==> src/rtl/dc_time_pkg.sv <==
// Constants, types and register map of the receive-time and global-time block
package dc_time_pkg;

    // Stamp widths: ports keep 32 bits, the wide registers keep 64 bits
    localparam int DC_WIDTH = 64;
    localparam int STAMP_WIDTH = 32;

    // Clock period in ns; the local time counts in ns
    localparam int CLK_PERIOD_NS = 4;
    localparam logic [63:0] TIME_STEP = 64'(CLK_PERIOD_NS);

    // Byte addresses of the registers
    localparam logic [11:0] ADDR_RCV_P0 = 12'h0900;
    localparam logic [11:0] ADDR_RCV_P1 = 12'h0904;
    localparam logic [11:0] ADDR_SYS_TIME = 12'h0910;
    localparam logic [11:0] ADDR_RCV_PU = 12'h0918;
    localparam logic [11:0] ADDR_TIME_OFFSET = 12'h0920;
    localparam logic [11:0] ADDR_TIME_DELAY = 12'h0928;

    // Byte lanes of the low global time word that arm a compare
    localparam logic [2:0] SYS_TIME_FIRST_BYTE = 3'h0;
    localparam logic [2:0] SYS_TIME_LAST_BYTE = 3'h3;

    // Reset values
    localparam logic [63:0] RST_TIME = 64'h0000_0000_0000_0000;
    localparam logic [31:0] RST_WORD = 32'h0000_0000;
    localparam logic [7:0] RST_BYTE = 8'h00;

    // Kind of a master write command
    typedef enum logic [1:0] {
        WK_OTHER = 2'b00,
        WK_BROADCAST = 2'b01,
        WK_CONFIGURED = 2'b10
    } write_kind_e;

    // One byte access to the register space
    typedef struct packed {
        logic rd;
        logic wr;
        logic [11:0] addr;
        logic [7:0] wdata;
    } byte_acc_s;

    // Frame events from the frame handling logic, one-cycle pulses
    typedef struct packed {
        logic port0_preamble;
        logic port1_preamble;
        logic pu_preamble;
        logic sof;
        logic frame_end;
    } frame_evt_s;

endpackage
==> src/rtl/dc_receive_time.sv <==
// Receive time stamps, global time copy and time loop compare inputs
// Function
// - Stamps are 32 or 64 bits wide
// - Trigger write latches preamble time per port
// - Port 0 read returns last trigger stamp
// - Port 1 stamp holds its preamble time
// - Master reads time latched at SOF
// - Host snapshots whole time on byte 0
// - Master write compared at frame end
// - Host write compared with latch zero
// - Processing unit stamp is 64 bits
// - Open port 0 gives same PU stamp
// - Global copy is local time plus offset
// - Loop registers written by master, host optional
// - Delay register added to master time
`timescale 1ns/10ps
module dc_receive_time
    import dc_time_pkg::*;
(
    input wire logic ref_clk,
    input wire logic sys_rst,
    input wire logic clk_en,
    input wire byte_acc_s master_acc,
    input wire write_kind_e master_kind,
    output logic [7:0] master_rdata,
    input wire byte_acc_s host_acc,
    output logic [7:0] host_rdata,
    input wire frame_evt_s frame_evt,
    input wire logic port0_open,
    input wire logic host_controls_time,
    input wire logic [31:0] latch_input_zero_rise_time,
    output logic [31:0] loop_diff,
    output logic loop_diff_valid,
    output logic loop_diff_host
);

    logic [DC_WIDTH-1:0] local_time; // Free-running ns counter
    logic [63:0] time_offset; // Offset to the global time
    logic [31:0] time_delay; // Delay from the reference clock
    logic [63:0] sys_copy; // Local copy of the global time
    logic [63:0] sof_latch; // Copy taken at start of frame
    logic [63:0] host_snap; // Copy frozen for host byte reads
    logic [STAMP_WIDTH-1:0] pend_p0; // Stamps of the frame in flight
    logic [STAMP_WIDTH-1:0] pend_p1;
    logic [DC_WIDTH-1:0] pend_pu;
    logic [STAMP_WIDTH-1:0] p0_stamp; // Committed stamps
    logic [STAMP_WIDTH-1:0] p1_stamp;
    logic [DC_WIDTH-1:0] pu_stamp;
    logic frame_trig; // Frame carried a trigger write
    logic [31:0] m_wval; // Value written by the master
    logic [31:0] h_wval; // Value written by the host
    logic m_cmp_pend; // Master compare armed
    logic h_cmp_pend; // Host compare armed
    logic m_wr; // Qualified write strobes
    logic h_wr;
    logic trig_now; // Trigger write seen this cycle
    logic m_systime_wr; // Accepted writes to the low time word
    logic h_systime_wr;
    logic m_loop_wr; // Writer allowed on loop registers
    logic h_loop_wr;

    assign sys_copy = local_time + time_offset;

    assign m_wr = clk_en && master_acc.wr;
    assign h_wr = clk_en && host_acc.wr;
    assign trig_now = m_wr && master_acc.addr == ADDR_RCV_P0
        && (master_kind == WK_BROADCAST || master_kind == WK_CONFIGURED);
    // Only the owning side writes loop registers
    assign m_loop_wr = m_wr && !host_controls_time;
    assign h_loop_wr = h_wr && host_controls_time;
    assign m_systime_wr = m_loop_wr
        && master_acc.addr[11:2] == ADDR_SYS_TIME[11:2];
    assign h_systime_wr = h_loop_wr
        && host_acc.addr[11:2] == ADDR_SYS_TIME[11:2];

    // Picks one byte of the register space; st is the side's time view
    function automatic logic [7:0] pick(input logic [11:0] a,
                                        input logic [63:0] st);
        logic [63:0] w;
        w = RST_TIME;
        case (a[11:3])
            ADDR_RCV_P0[11:3]: w = {p1_stamp, p0_stamp};
            ADDR_SYS_TIME[11:3]: w = st;
            ADDR_RCV_PU[11:3]: w = pu_stamp;
            ADDR_TIME_OFFSET[11:3]: w = time_offset;
            ADDR_TIME_DELAY[11:3]: w = {RST_WORD, time_delay};
            default: w = RST_TIME; // Unmapped bytes read zero
        endcase
        return w[a[2:0]*8 +: 8];
    endfunction

    always_ff @(posedge ref_clk or posedge sys_rst) begin
        if (sys_rst) begin
            local_time <= RST_TIME;
        end else if (clk_en) begin
            local_time <= local_time + TIME_STEP;
        end
    end

    // Preamble times of the frame in flight; kept apart from committed
    // stamps so a read in the same frame still sees the old values
    always_ff @(posedge ref_clk or posedge sys_rst) begin
        if (sys_rst) begin
            pend_p0 <= RST_WORD;
            pend_p1 <= RST_WORD;
            pend_pu <= RST_TIME;
        end else if (clk_en) begin
            // Port stamps take the low word
            if (frame_evt.port0_preamble) begin
                pend_p0 <= local_time[STAMP_WIDTH-1:0];
            end
            if (frame_evt.port1_preamble) begin
                pend_p1 <= local_time[STAMP_WIDTH-1:0];
            end
            // Open port 0 feeds the unit
            if (port0_open && frame_evt.port0_preamble) begin
                pend_pu <= local_time;
            end else if (!port0_open && frame_evt.pu_preamble) begin
                pend_pu <= local_time;
            end
        end
    end

    // Trigger flag of the current frame; a late write still counts
    always_ff @(posedge ref_clk or posedge sys_rst) begin
        if (sys_rst) begin
            frame_trig <= 1'b0;
        end else if (clk_en) begin
            if (frame_evt.frame_end) begin
                frame_trig <= 1'b0;
            end else if (trig_now) begin
                frame_trig <= 1'b1;
            end
        end
    end

    // Commit at frame end, so new stamps show only from the next frame
    always_ff @(posedge ref_clk or posedge sys_rst) begin
        if (sys_rst) begin
            p0_stamp <= RST_WORD;
            p1_stamp <= RST_WORD;
            pu_stamp <= RST_TIME;
        end else if (clk_en) begin
            if (frame_evt.frame_end && (frame_trig || trig_now)) begin
                p0_stamp <= pend_p0;
                p1_stamp <= pend_p1;
                pu_stamp <= pend_pu;
            end
        end
    end

    // Offset and delay bytes; the host owns them only when configured
    always_ff @(posedge ref_clk or posedge sys_rst) begin
        if (sys_rst) begin
            time_offset <= RST_TIME;
            time_delay <= RST_WORD;
        end else begin
            for (int i = 0; i < 8; i++) begin
                if (m_loop_wr && master_acc.addr == ADDR_TIME_OFFSET + 12'(i))
                begin
                    time_offset[i*8 +: 8] <= master_acc.wdata;
                end else if (h_loop_wr
                             && host_acc.addr == ADDR_TIME_OFFSET + 12'(i))
                begin
                    time_offset[i*8 +: 8] <= host_acc.wdata;
                end
            end
            for (int i = 0; i < 4; i++) begin
                if (m_loop_wr && master_acc.addr == ADDR_TIME_DELAY + 12'(i))
                begin
                    time_delay[i*8 +: 8] <= master_acc.wdata;
                end else if (h_loop_wr
                             && host_acc.addr == ADDR_TIME_DELAY + 12'(i))
                begin
                    time_delay[i*8 +: 8] <= host_acc.wdata;
                end
            end
        end
    end

    // Time seen by the master, latched at the start-of-frame delimiter
    always_ff @(posedge ref_clk or posedge sys_rst) begin
        if (sys_rst) begin
            sof_latch <= RST_TIME;
        end else if (clk_en && frame_evt.sof) begin
            sof_latch <= sys_copy + {RST_WORD, time_delay};
        end
    end

    // Written compare values and their arming flags
    always_ff @(posedge ref_clk or posedge sys_rst) begin
        if (sys_rst) begin
            m_wval <= RST_WORD;
            h_wval <= RST_WORD;
            m_cmp_pend <= 1'b0;
            h_cmp_pend <= 1'b0;
        end else if (clk_en) begin
            if (m_systime_wr) begin
                m_wval[master_acc.addr[1:0]*8 +: 8] <= master_acc.wdata;
            end
            // Arming by a byte 0 write wins over the frame-end clear
            if (m_systime_wr && master_acc.addr[2:0] == SYS_TIME_FIRST_BYTE)
            begin
                m_cmp_pend <= 1'b1;
            end else if (frame_evt.frame_end) begin
                m_cmp_pend <= 1'b0;
            end
            if (h_systime_wr) begin
                h_wval[host_acc.addr[1:0]*8 +: 8] <= host_acc.wdata;
            end
            // Host compare fires one cycle after the last byte
            h_cmp_pend <= h_systime_wr
                && host_acc.addr[2:0] == SYS_TIME_LAST_BYTE;
        end
    end

    // Difference to the time loop: SOF copy (master) or latch zero time (host) minus received time
    always_ff @(posedge ref_clk or posedge sys_rst) begin
        if (sys_rst) begin
            loop_diff <= RST_WORD;
            loop_diff_valid <= 1'b0;
            loop_diff_host <= 1'b0;
        end else if (clk_en) begin
            loop_diff_valid <= 1'b0;
            if (frame_evt.frame_end && m_cmp_pend) begin
                loop_diff <= sof_latch[31:0] - m_wval;
                loop_diff_valid <= 1'b1;
                loop_diff_host <= 1'b0;
            end else if (h_cmp_pend) begin
                loop_diff <= latch_input_zero_rise_time - h_wval;
                loop_diff_valid <= 1'b1;
                loop_diff_host <= 1'b1;
            end
        end
    end

    // Read data, one cycle after the read strobe
    always_ff @(posedge ref_clk or posedge sys_rst) begin
        if (sys_rst) begin
            master_rdata <= RST_BYTE;
            host_rdata <= RST_BYTE;
            host_snap <= RST_TIME;
        end else if (clk_en) begin
            if (master_acc.rd) begin
                master_rdata <= pick(master_acc.addr, sof_latch);
            end
            if (host_acc.rd && host_acc.addr == ADDR_SYS_TIME) begin
                host_snap <= sys_copy;
                host_rdata <= sys_copy[7:0];
            end else if (host_acc.rd) begin
                host_rdata <= pick(host_acc.addr, host_snap);
            end
        end
    end

    time_step_a: assert property (@(posedge ref_clk) disable iff (sys_rst)
        clk_en |=> local_time == $past(local_time) + TIME_STEP)
        else $error("local time did not advance by one step");

    commit_p0_a: assert property (@(posedge ref_clk) disable iff (sys_rst)
        clk_en && frame_evt.frame_end && frame_trig
        |=> p0_stamp == $past(pend_p0) && pu_stamp == $past(pend_pu))
        else $error("trigger frame stamps not committed");

    stamp_hold_a: assert property (@(posedge ref_clk) disable iff (sys_rst)
        !frame_evt.frame_end |=> $stable(p0_stamp) && $stable(p1_stamp))
        else $error("receive stamp changed outside frame end");

    commit_p1_a: assert property (@(posedge ref_clk) disable iff (sys_rst)
        clk_en && frame_evt.frame_end && trig_now
        |=> p1_stamp == $past(pend_p1))
        else $error("port 1 stamp not committed");

    pu_follow_a: assert property (@(posedge ref_clk) disable iff (sys_rst)
        clk_en && port0_open && frame_evt.port0_preamble
        |=> pend_pu[31:0] == pend_p0)
        else $error("unit stamp differs from open port 0");

    sof_delay_a: assert property (@(posedge ref_clk) disable iff (sys_rst)
        clk_en && frame_evt.sof
        |=> sof_latch == $past(local_time) + $past(time_offset)
            + {32'h0000_0000, $past(time_delay)})
        else $error("start of frame copy lacks offset or delay");

    host_snap_a: assert property (@(posedge ref_clk) disable iff (sys_rst)
        clk_en && host_acc.rd && host_acc.addr == ADDR_SYS_TIME
        |=> host_snap == $past(sys_copy) && host_rdata == host_snap[7:0])
        else $error("host time snapshot inconsistent");

    master_cmp_a: assert property (@(posedge ref_clk) disable iff (sys_rst)
        clk_en && frame_evt.frame_end && m_cmp_pend
        |=> loop_diff_valid && !loop_diff_host
            && loop_diff == $past(sof_latch[31:0]) - $past(m_wval))
        else $error("master compare result wrong");

    host_cmp_a: assert property (@(posedge ref_clk) disable iff (sys_rst)
        clk_en && h_systime_wr && host_acc.addr[2:0] == SYS_TIME_LAST_BYTE
        && !frame_evt.frame_end ##1 clk_en && !frame_evt.frame_end
        |=> loop_diff_valid && loop_diff_host)
        else $error("host compare not issued");

    owner_only_a: assert property (@(posedge ref_clk) disable iff (sys_rst)
        host_controls_time && !host_acc.wr |=> $stable(time_offset))
        else $error("master changed offset while host owns it");

endmodule // dc_receive_time

==> config.mk <==
export PLATFORM = sky130hd
export DESIGN_NAME = dc_receive_time
export DESIGN_NICKNAME = d
export VERILOG_FILES = /design/src/rtl/dc_time_pkg.sv /design/src/rtl/dc_receive_time.sv
export SDC_FILE = /design/constraint.sdc
export NUM_CORES = 2
export LEC_CHECK = 0
export BUFFER_PORTS_ARGS = -buffer_cell sky130_fd_sc_hd__buf_2
export CORE_MARGIN = 5
export CORE_UTILIZATION = 60
export DETAILED_ROUTE_END_ITERATION = 7
export PLACE_DENSITY = 0.86
export SETUP_SLACK_MARGIN = 0.02
export SYNTH_ARGS = -nofsm -noshare
export SYNTH_HDL_FRONTEND = slang
export SYNTH_SLANG_ARGS = --single-unit
==> constraint.sdc <==
create_clock -name ref_clk -period 72.6 [get_ports ref_clk]
set_clock_uncertainty 0.15 [all_clocks]
set_input_delay 14.52 -clock ref_clk [delete_from_list [all_inputs] [get_ports ref_clk]]
set_output_delay 14.52 -clock ref_clk [all_outputs]
set_load 0.1 [all_outputs]
-- Yosys cells after proc, flatten, opt, wreduce, memory -nomap -nowiden
Cells that the tools add are included.
- register bits: 661
- input port bits: 88
- add/sub/neg operators: 7
- eq/ne operators: 41
- shifts and indexed selects: 6
- multiplexer cells: 47
- reductions and logical operators: 74
- operators by type and width (cell ; number):
    64-bit case mux with 5 select lines ; 2
    64-bit 2-to-1 mux ; 7
    12-bit equality test (second input constant) ; 26
    8-bit 2-to-1 mux ; 26
    64-bit by 7-bit variable part select with 8-bit output ; 2
    9-bit equality test (second input constant) ; 10
    5-bit negator with 34-bit output ; 2
    8-bit by 34-bit variable shift with 32-bit output (first input constant) ; 2
    8-bit by 34-bit variable part select with 32-bit output ; 2
    64-bit by 3-bit adder with 64-bit output (second input constant) ; 1
    64-bit by 32-bit adder with 64-bit output ; 1
    64-bit adder ; 1
    32-bit bitwise mux ; 2
    32-bit 2-to-1 mux ; 2
    32-bit subtractor ; 2
    1-bit logical AND ; 40
    2-bit nonzero test ; 17
    2-bit AND reduction ; 12
    10-bit equality test (second input constant) ; 2
    1-bit 2-to-1 mux ; 8
    3-bit by 2-bit equality test with 1-bit output (second input constant) ; 1
    3-bit logical NOT ; 1
    2-bit by 1-bit equality test with 1-bit output (second input constant) ; 1
    2-bit equality test (second input constant) ; 1
    other kinds (2) ; 4

-- Logic depth before layout (Yosys ltp)
- word-level depth: 8
- mapped depth: 24
- gate-level depth less buffers: 23

-- Least setup slack after synthesis
Ideal clock, no wire load.
- path type: in2reg
- start: input port clk_en
- end: register local_time[58]
- data arrival time: 17078 ps
- data required time: 72327 ps
- setup slack: 55249 ps
- cell stages on the path: 13
- path buffers: 1
- cell sequence: clkbuf_1 > nand4_1 > nor2_1 > nand2_1 > nor3_1 > and3_1 > inv_1 > nor3_1 > and3_1 > nand3_1 > nor2_1 > nand4_1 > xnor2_1
- RTL lines (what ; RTL line ; source):
    start, declared ; dc_receive_time.sv:22 ; input wire logic clk_en,
    end signal, assigned ; dc_receive_time.sv:96 ; local_time <= local_time + TIME_STEP;
    end, declared ; dc_receive_time.sv:37 ; logic [DC_WIDTH-1:0] local_time;

==> summary.log <==
INFO  grt            grt_max_degree=102
INFO  setup_path     timing.rr.start=local_time[2]
INFO  grt            grt_antenna_before_repair=6
INFO  flow_run       maxCapViolCount=0
INFO  sta            fin_crit_sh=24.8%
INFO  route          drt_wl_total=145000µm
INFO  yosys          synth_xor_xnor_area_share=4.68%
INFO  cts            clockBufferDepth=3
INFO  die            initial_utilization=60.6%
INFO  sta            slew_headroom=8.19%
INFO  setup_path     rrSetupSlack=65.06ns
INFO  pwr            power.switching_fraction=29.4%
INFO  cells_and_area mostFrequentLayoutCells=sky130_fd_sc_hd__dfrtp_1 (647), sky130_fd_sc_hd__nand2_1 (478), sky130_fd_sc_hd__a21oi_1 (368)
INFO  die            die_h=268µm
INFO  sta            final-setup-viol-count=0
INFO  die            die_width=268µm
INFO  yosys          seq_total_area_yosys=40.5%
INFO  sta            finalSetupTns=0ns
INFO  cts            clk_latency=0.64ns
INFO  yosys          postSynthRegisterBits=647
INFO  sta            worst-slew-pin-transition=1.37ns
INFO  placement      placement.io_buffers=137
INFO  sta            fin_worst_hold_slack=0.324ns
INFO  setup_path     setup_crit_start=clk_en
INFO  pwr            power.share.sequential=41.8%
INFO  pwr            max-vdd-ir-drop=0.0178mV
INFO  route          route.detailed.drc=0
INFO  cts            cts_buffer_count=71
INFO  yosys          number_of_enable_flip_flop_cells_after_synthesis=0
INFO  yosys          postSynthNetCount=4491
INFO  cts            clock_tree.htree_level_count=3
INFO  yosys          synth_compound_gate_area_share=17.4%
INFO  worst_hold_path hold_path_startpoint=loop_diff[2]
INFO  setup_path     endpoint_kind=register
INFO  yosys          post_synth_and_or_nand_nor_area_fraction=13.1%
INFO  grt            first_global_vias=34100
INFO  cells_and_area regArea=16200µm²
INFO  yosys          ys_async_sr_fraction=100%
INFO  die            standard_cell_row_count=94
INFO  route          dr_vias=35400
INFO  placement      finalWeightedCongestion=1.05
INFO  yosys          synth-adder-area-share=5.39%
INFO  sta            final_period_minus_worst_setup_slack=18.00ns
INFO  cts            cts.hold.buffers_added=0
INFO  sta            timing_max_transition_violations_final=0
INFO  yosys          post_synth_inst_count=4233
INFO  yosys          syn-cell-area=40000µm²
INFO  cells_and_area commonest_non_fill_non_tap_cell_in_the_layout=sky130_fd_sc_hd__dfrtp_1
INFO  setup_path     startpoint_type=input port
INFO  worst_hold_path worst_hold_path_class=reg -> reg
INFO  cts            cts_root_buffer=sky130_fd_sc_hd__clkbuf_16
INFO  yosys          postSynthAreaPerCell=9.45µm²
INFO  cts            clock_sink_count=647
INFO  pwr            pint=654µW
INFO  route          antenna_viol_nets_final=0
INFO  yosys          yosys_warnings=0
INFO  cells_and_area nets=4518
INFO  route          drt_first_pass_iters=6
INFO  yosys          largest_family_of_logic_cells_by_synthesized_area=compound AO/OA/AOI/OAI gates
INFO  grt            remaining_global_route_overflow=0
INFO  cells_and_area multiInputGateArea=22400µm²
INFO  sta            rsz_0062_raised_after_global_routing=false
INFO  cells_and_area layout-drive-gt1-share=15.4%
INFO  pwr            leakage_dissipation=0.0206µW
INFO  sta            timing.final.hold_violations=0
INFO  pwr            power_frac_clock=42.1%
INFO  die            floorplan.die_area=71900µm²
INFO  setup_path     critical_path_arrival=18.41ns
INFO  grt            grt_first_pass_wirelength=215000µm
INFO  cts            cts-resized-gates=0
INFO  cts            cts_tree=yes
INFO  die            core_box_area=66000µm²
INFO  cells_and_area fillers=5185
INFO  pwr            switchingPower=272µW
INFO  cts            post-cts-setup-buffer-count=0
INFO  setup_path     worstSetupPathType=in -> reg
INFO  cts            clock_pin_slew_worst_setup_and_hold_paths=0.06ns
INFO  setup_path     endpoint_required_time_on_the_critical_path=73.00ns
INFO  placement      place_inst=5051
INFO  route          drt_iter0_drc=4930
INFO  grt            grt.total_usage=39.8%
INFO  pwr            share_comb_of_total_power=16.2%
INFO  status         status=completed
INFO  yosys          ys_types=106
INFO  yosys          dominantRegCellSynth=sky130_fd_sc_hd__dfrtp_1
INFO  setup_path     worstPathMaxFanout=29
INFO  route          vias_per_cell=6.83
INFO  placement      dpl.hpwl=104000µm
INFO  die            num_io_pins=138
INFO  cells_and_area final_cells=5188
INFO  pwr            powerDensity=21.2nW/µm²
INFO  route          post_drt_wl_per_cell=28.0µm
INFO  cells_and_area syn_to_final_growth=9.36%
INFO  yosys          synth.mux.area_fraction=15.3%
INFO  sta            timing.fmax=55.5MHz
## final timing paths
| check | to | depth (start not counted) |
|---|---|---|
| max reg2reg | sof_latch[63] | 22 |
| min in group asynchronous | pend_pu[3] | 2 |
| min | loop_diff[2] | 2 |
| max in group asynchronous | time_offset[28] | 5 |
| min reg2reg | loop_diff[2] | 2 |
| max | local_time[61] | 14 |
## power groups by stage
| stage | logic [µW] | clock network [µW] | registers, µW |
|---|---|---|---|
| global placement | 142 | 0 | 392 |
| detailed placement | 144 | 0 | 392 |
| global route | 158 | 406 | 387 |
| finish | 150 | 390 | 387 |
| floorplan | 85.8 | 0 | 403 |
| CTS | 145 | 390 | 386 |
## sequential cells by signal, indices dropped and copies added (netlist names), 32 cells and up
register and cells:
h_wval 32, host_snap 64, local_time 62, loop_diff 32, m_wval 32, pend_pu 62
pu_stamp 62, sof_latch 64, time_delay 32, time_offset 64
## metal layers
layer,vias up,track usage [%],share of wire (%)
met4,4,30.2,10
met1,16900,50.2,36
met2,2465,58.8,42
met5,-,0,0.012
met3,713,10.4,12
li1,15400,-,-
## area by class of cell
cell class / instances / share of cell area [%]
Tap cell: 864 / 2.47
Sequential cell: 647 / 37.0
Clock inverter: 26 / 0.870
Multi-Input combinational cell: 3219 / 51.2
Inverter: 139 / 1.21
Timing Repair Buffer: 182 / 2.37
Antenna cell: 7 / 0.0401
Clock buffer: 104 / 4.82
## worst max-delay path, stage by stage
cell and delay, ns:
sky130_fd_sc_hd__buf_2 0.07, sky130_fd_sc_hd__buf_4 0.45, sky130_fd_sc_hd__nand3_1 0.15, sky130_fd_sc_hd__nor2_1 0.19
sky130_fd_sc_hd__and2_1 0.21, sky130_fd_sc_hd__nand2_1 0.17, sky130_fd_sc_hd__nor3_1 0.46, sky130_fd_sc_hd__nand3_1 0.40
sky130_fd_sc_hd__nor3_1 0.52, sky130_fd_sc_hd__and3_1 0.32, sky130_fd_sc_hd__and3_1 0.27, sky130_fd_sc_hd__nand4_1 0.28
sky130_fd_sc_hd__nor2_1 0.21, sky130_fd_sc_hd__xor2_1 0.15
## cells in the mapped netlist, types with 21 or more instances
library cell	count	area, µm²
sky130_fd_sc_hd__a21o_1	60	450
sky130_fd_sc_hd__buf_1	31	116
sky130_fd_sc_hd__nor3_1	52	260
sky130_fd_sc_hd__clkbuf_1	176	661
sky130_fd_sc_hd__o211ai_1	34	255
sky130_fd_sc_hd__nand2_1	480	1800
sky130_fd_sc_hd__o21ai_0	326	1630
sky130_fd_sc_hd__o22ai_1	35	219
sky130_fd_sc_hd__a211oi_1	21	158
sky130_fd_sc_hd__xnor2_1	133	1160
sky130_fd_sc_hd__nand3_1	95	475
sky130_fd_sc_hd__a21oi_1	368	1840
sky130_fd_sc_hd__mux2i_1	248	2480
sky130_fd_sc_hd__a221oi_1	38	333
sky130_fd_sc_hd__ha_1	166	2080
sky130_fd_sc_hd__inv_1	138	518
sky130_fd_sc_hd__dfrtp_1	647	16200
sky130_fd_sc_hd__xor2_1	79	692
sky130_fd_sc_hd__o21bai_1	21	158
sky130_fd_sc_hd__nand4_1	41	257
sky130_fd_sc_hd__a22oi_1	31	233
sky130_fd_sc_hd__and3_1	26	163
sky130_fd_sc_hd__nor2_1	301	1130
sky130_fd_sc_hd__o221ai_1	47	412
sky130_fd_sc_hd__mux2_2	296	3330
## cell families after synthesis
family,count (synthesis)
mux,558
buf+inv,367
fa+ha+maj,170
flops,647
xor+xnor,213
compound gates,1127
simple gates,1151
## per-stage QoR
stage / total power (µW) / util, % / cell area (µm²) / setup WS [ns]
4_1_cts: 921 / 66.2 / 43700 / 54.63
5_1_grt: 951 / 66.2 / 43700 / 54.31
3_3_place_gp: 534 / 62.5 / 41200 / 54.16
2_1_floorplan: 489 / - / 40000 / 39.80
6_report: 926 / 66.3 / 43700 / 54.60
3_5_place_dp: 536 / 62.5 / 41200 / 54.01
Power figures use the tool's default switching activity.
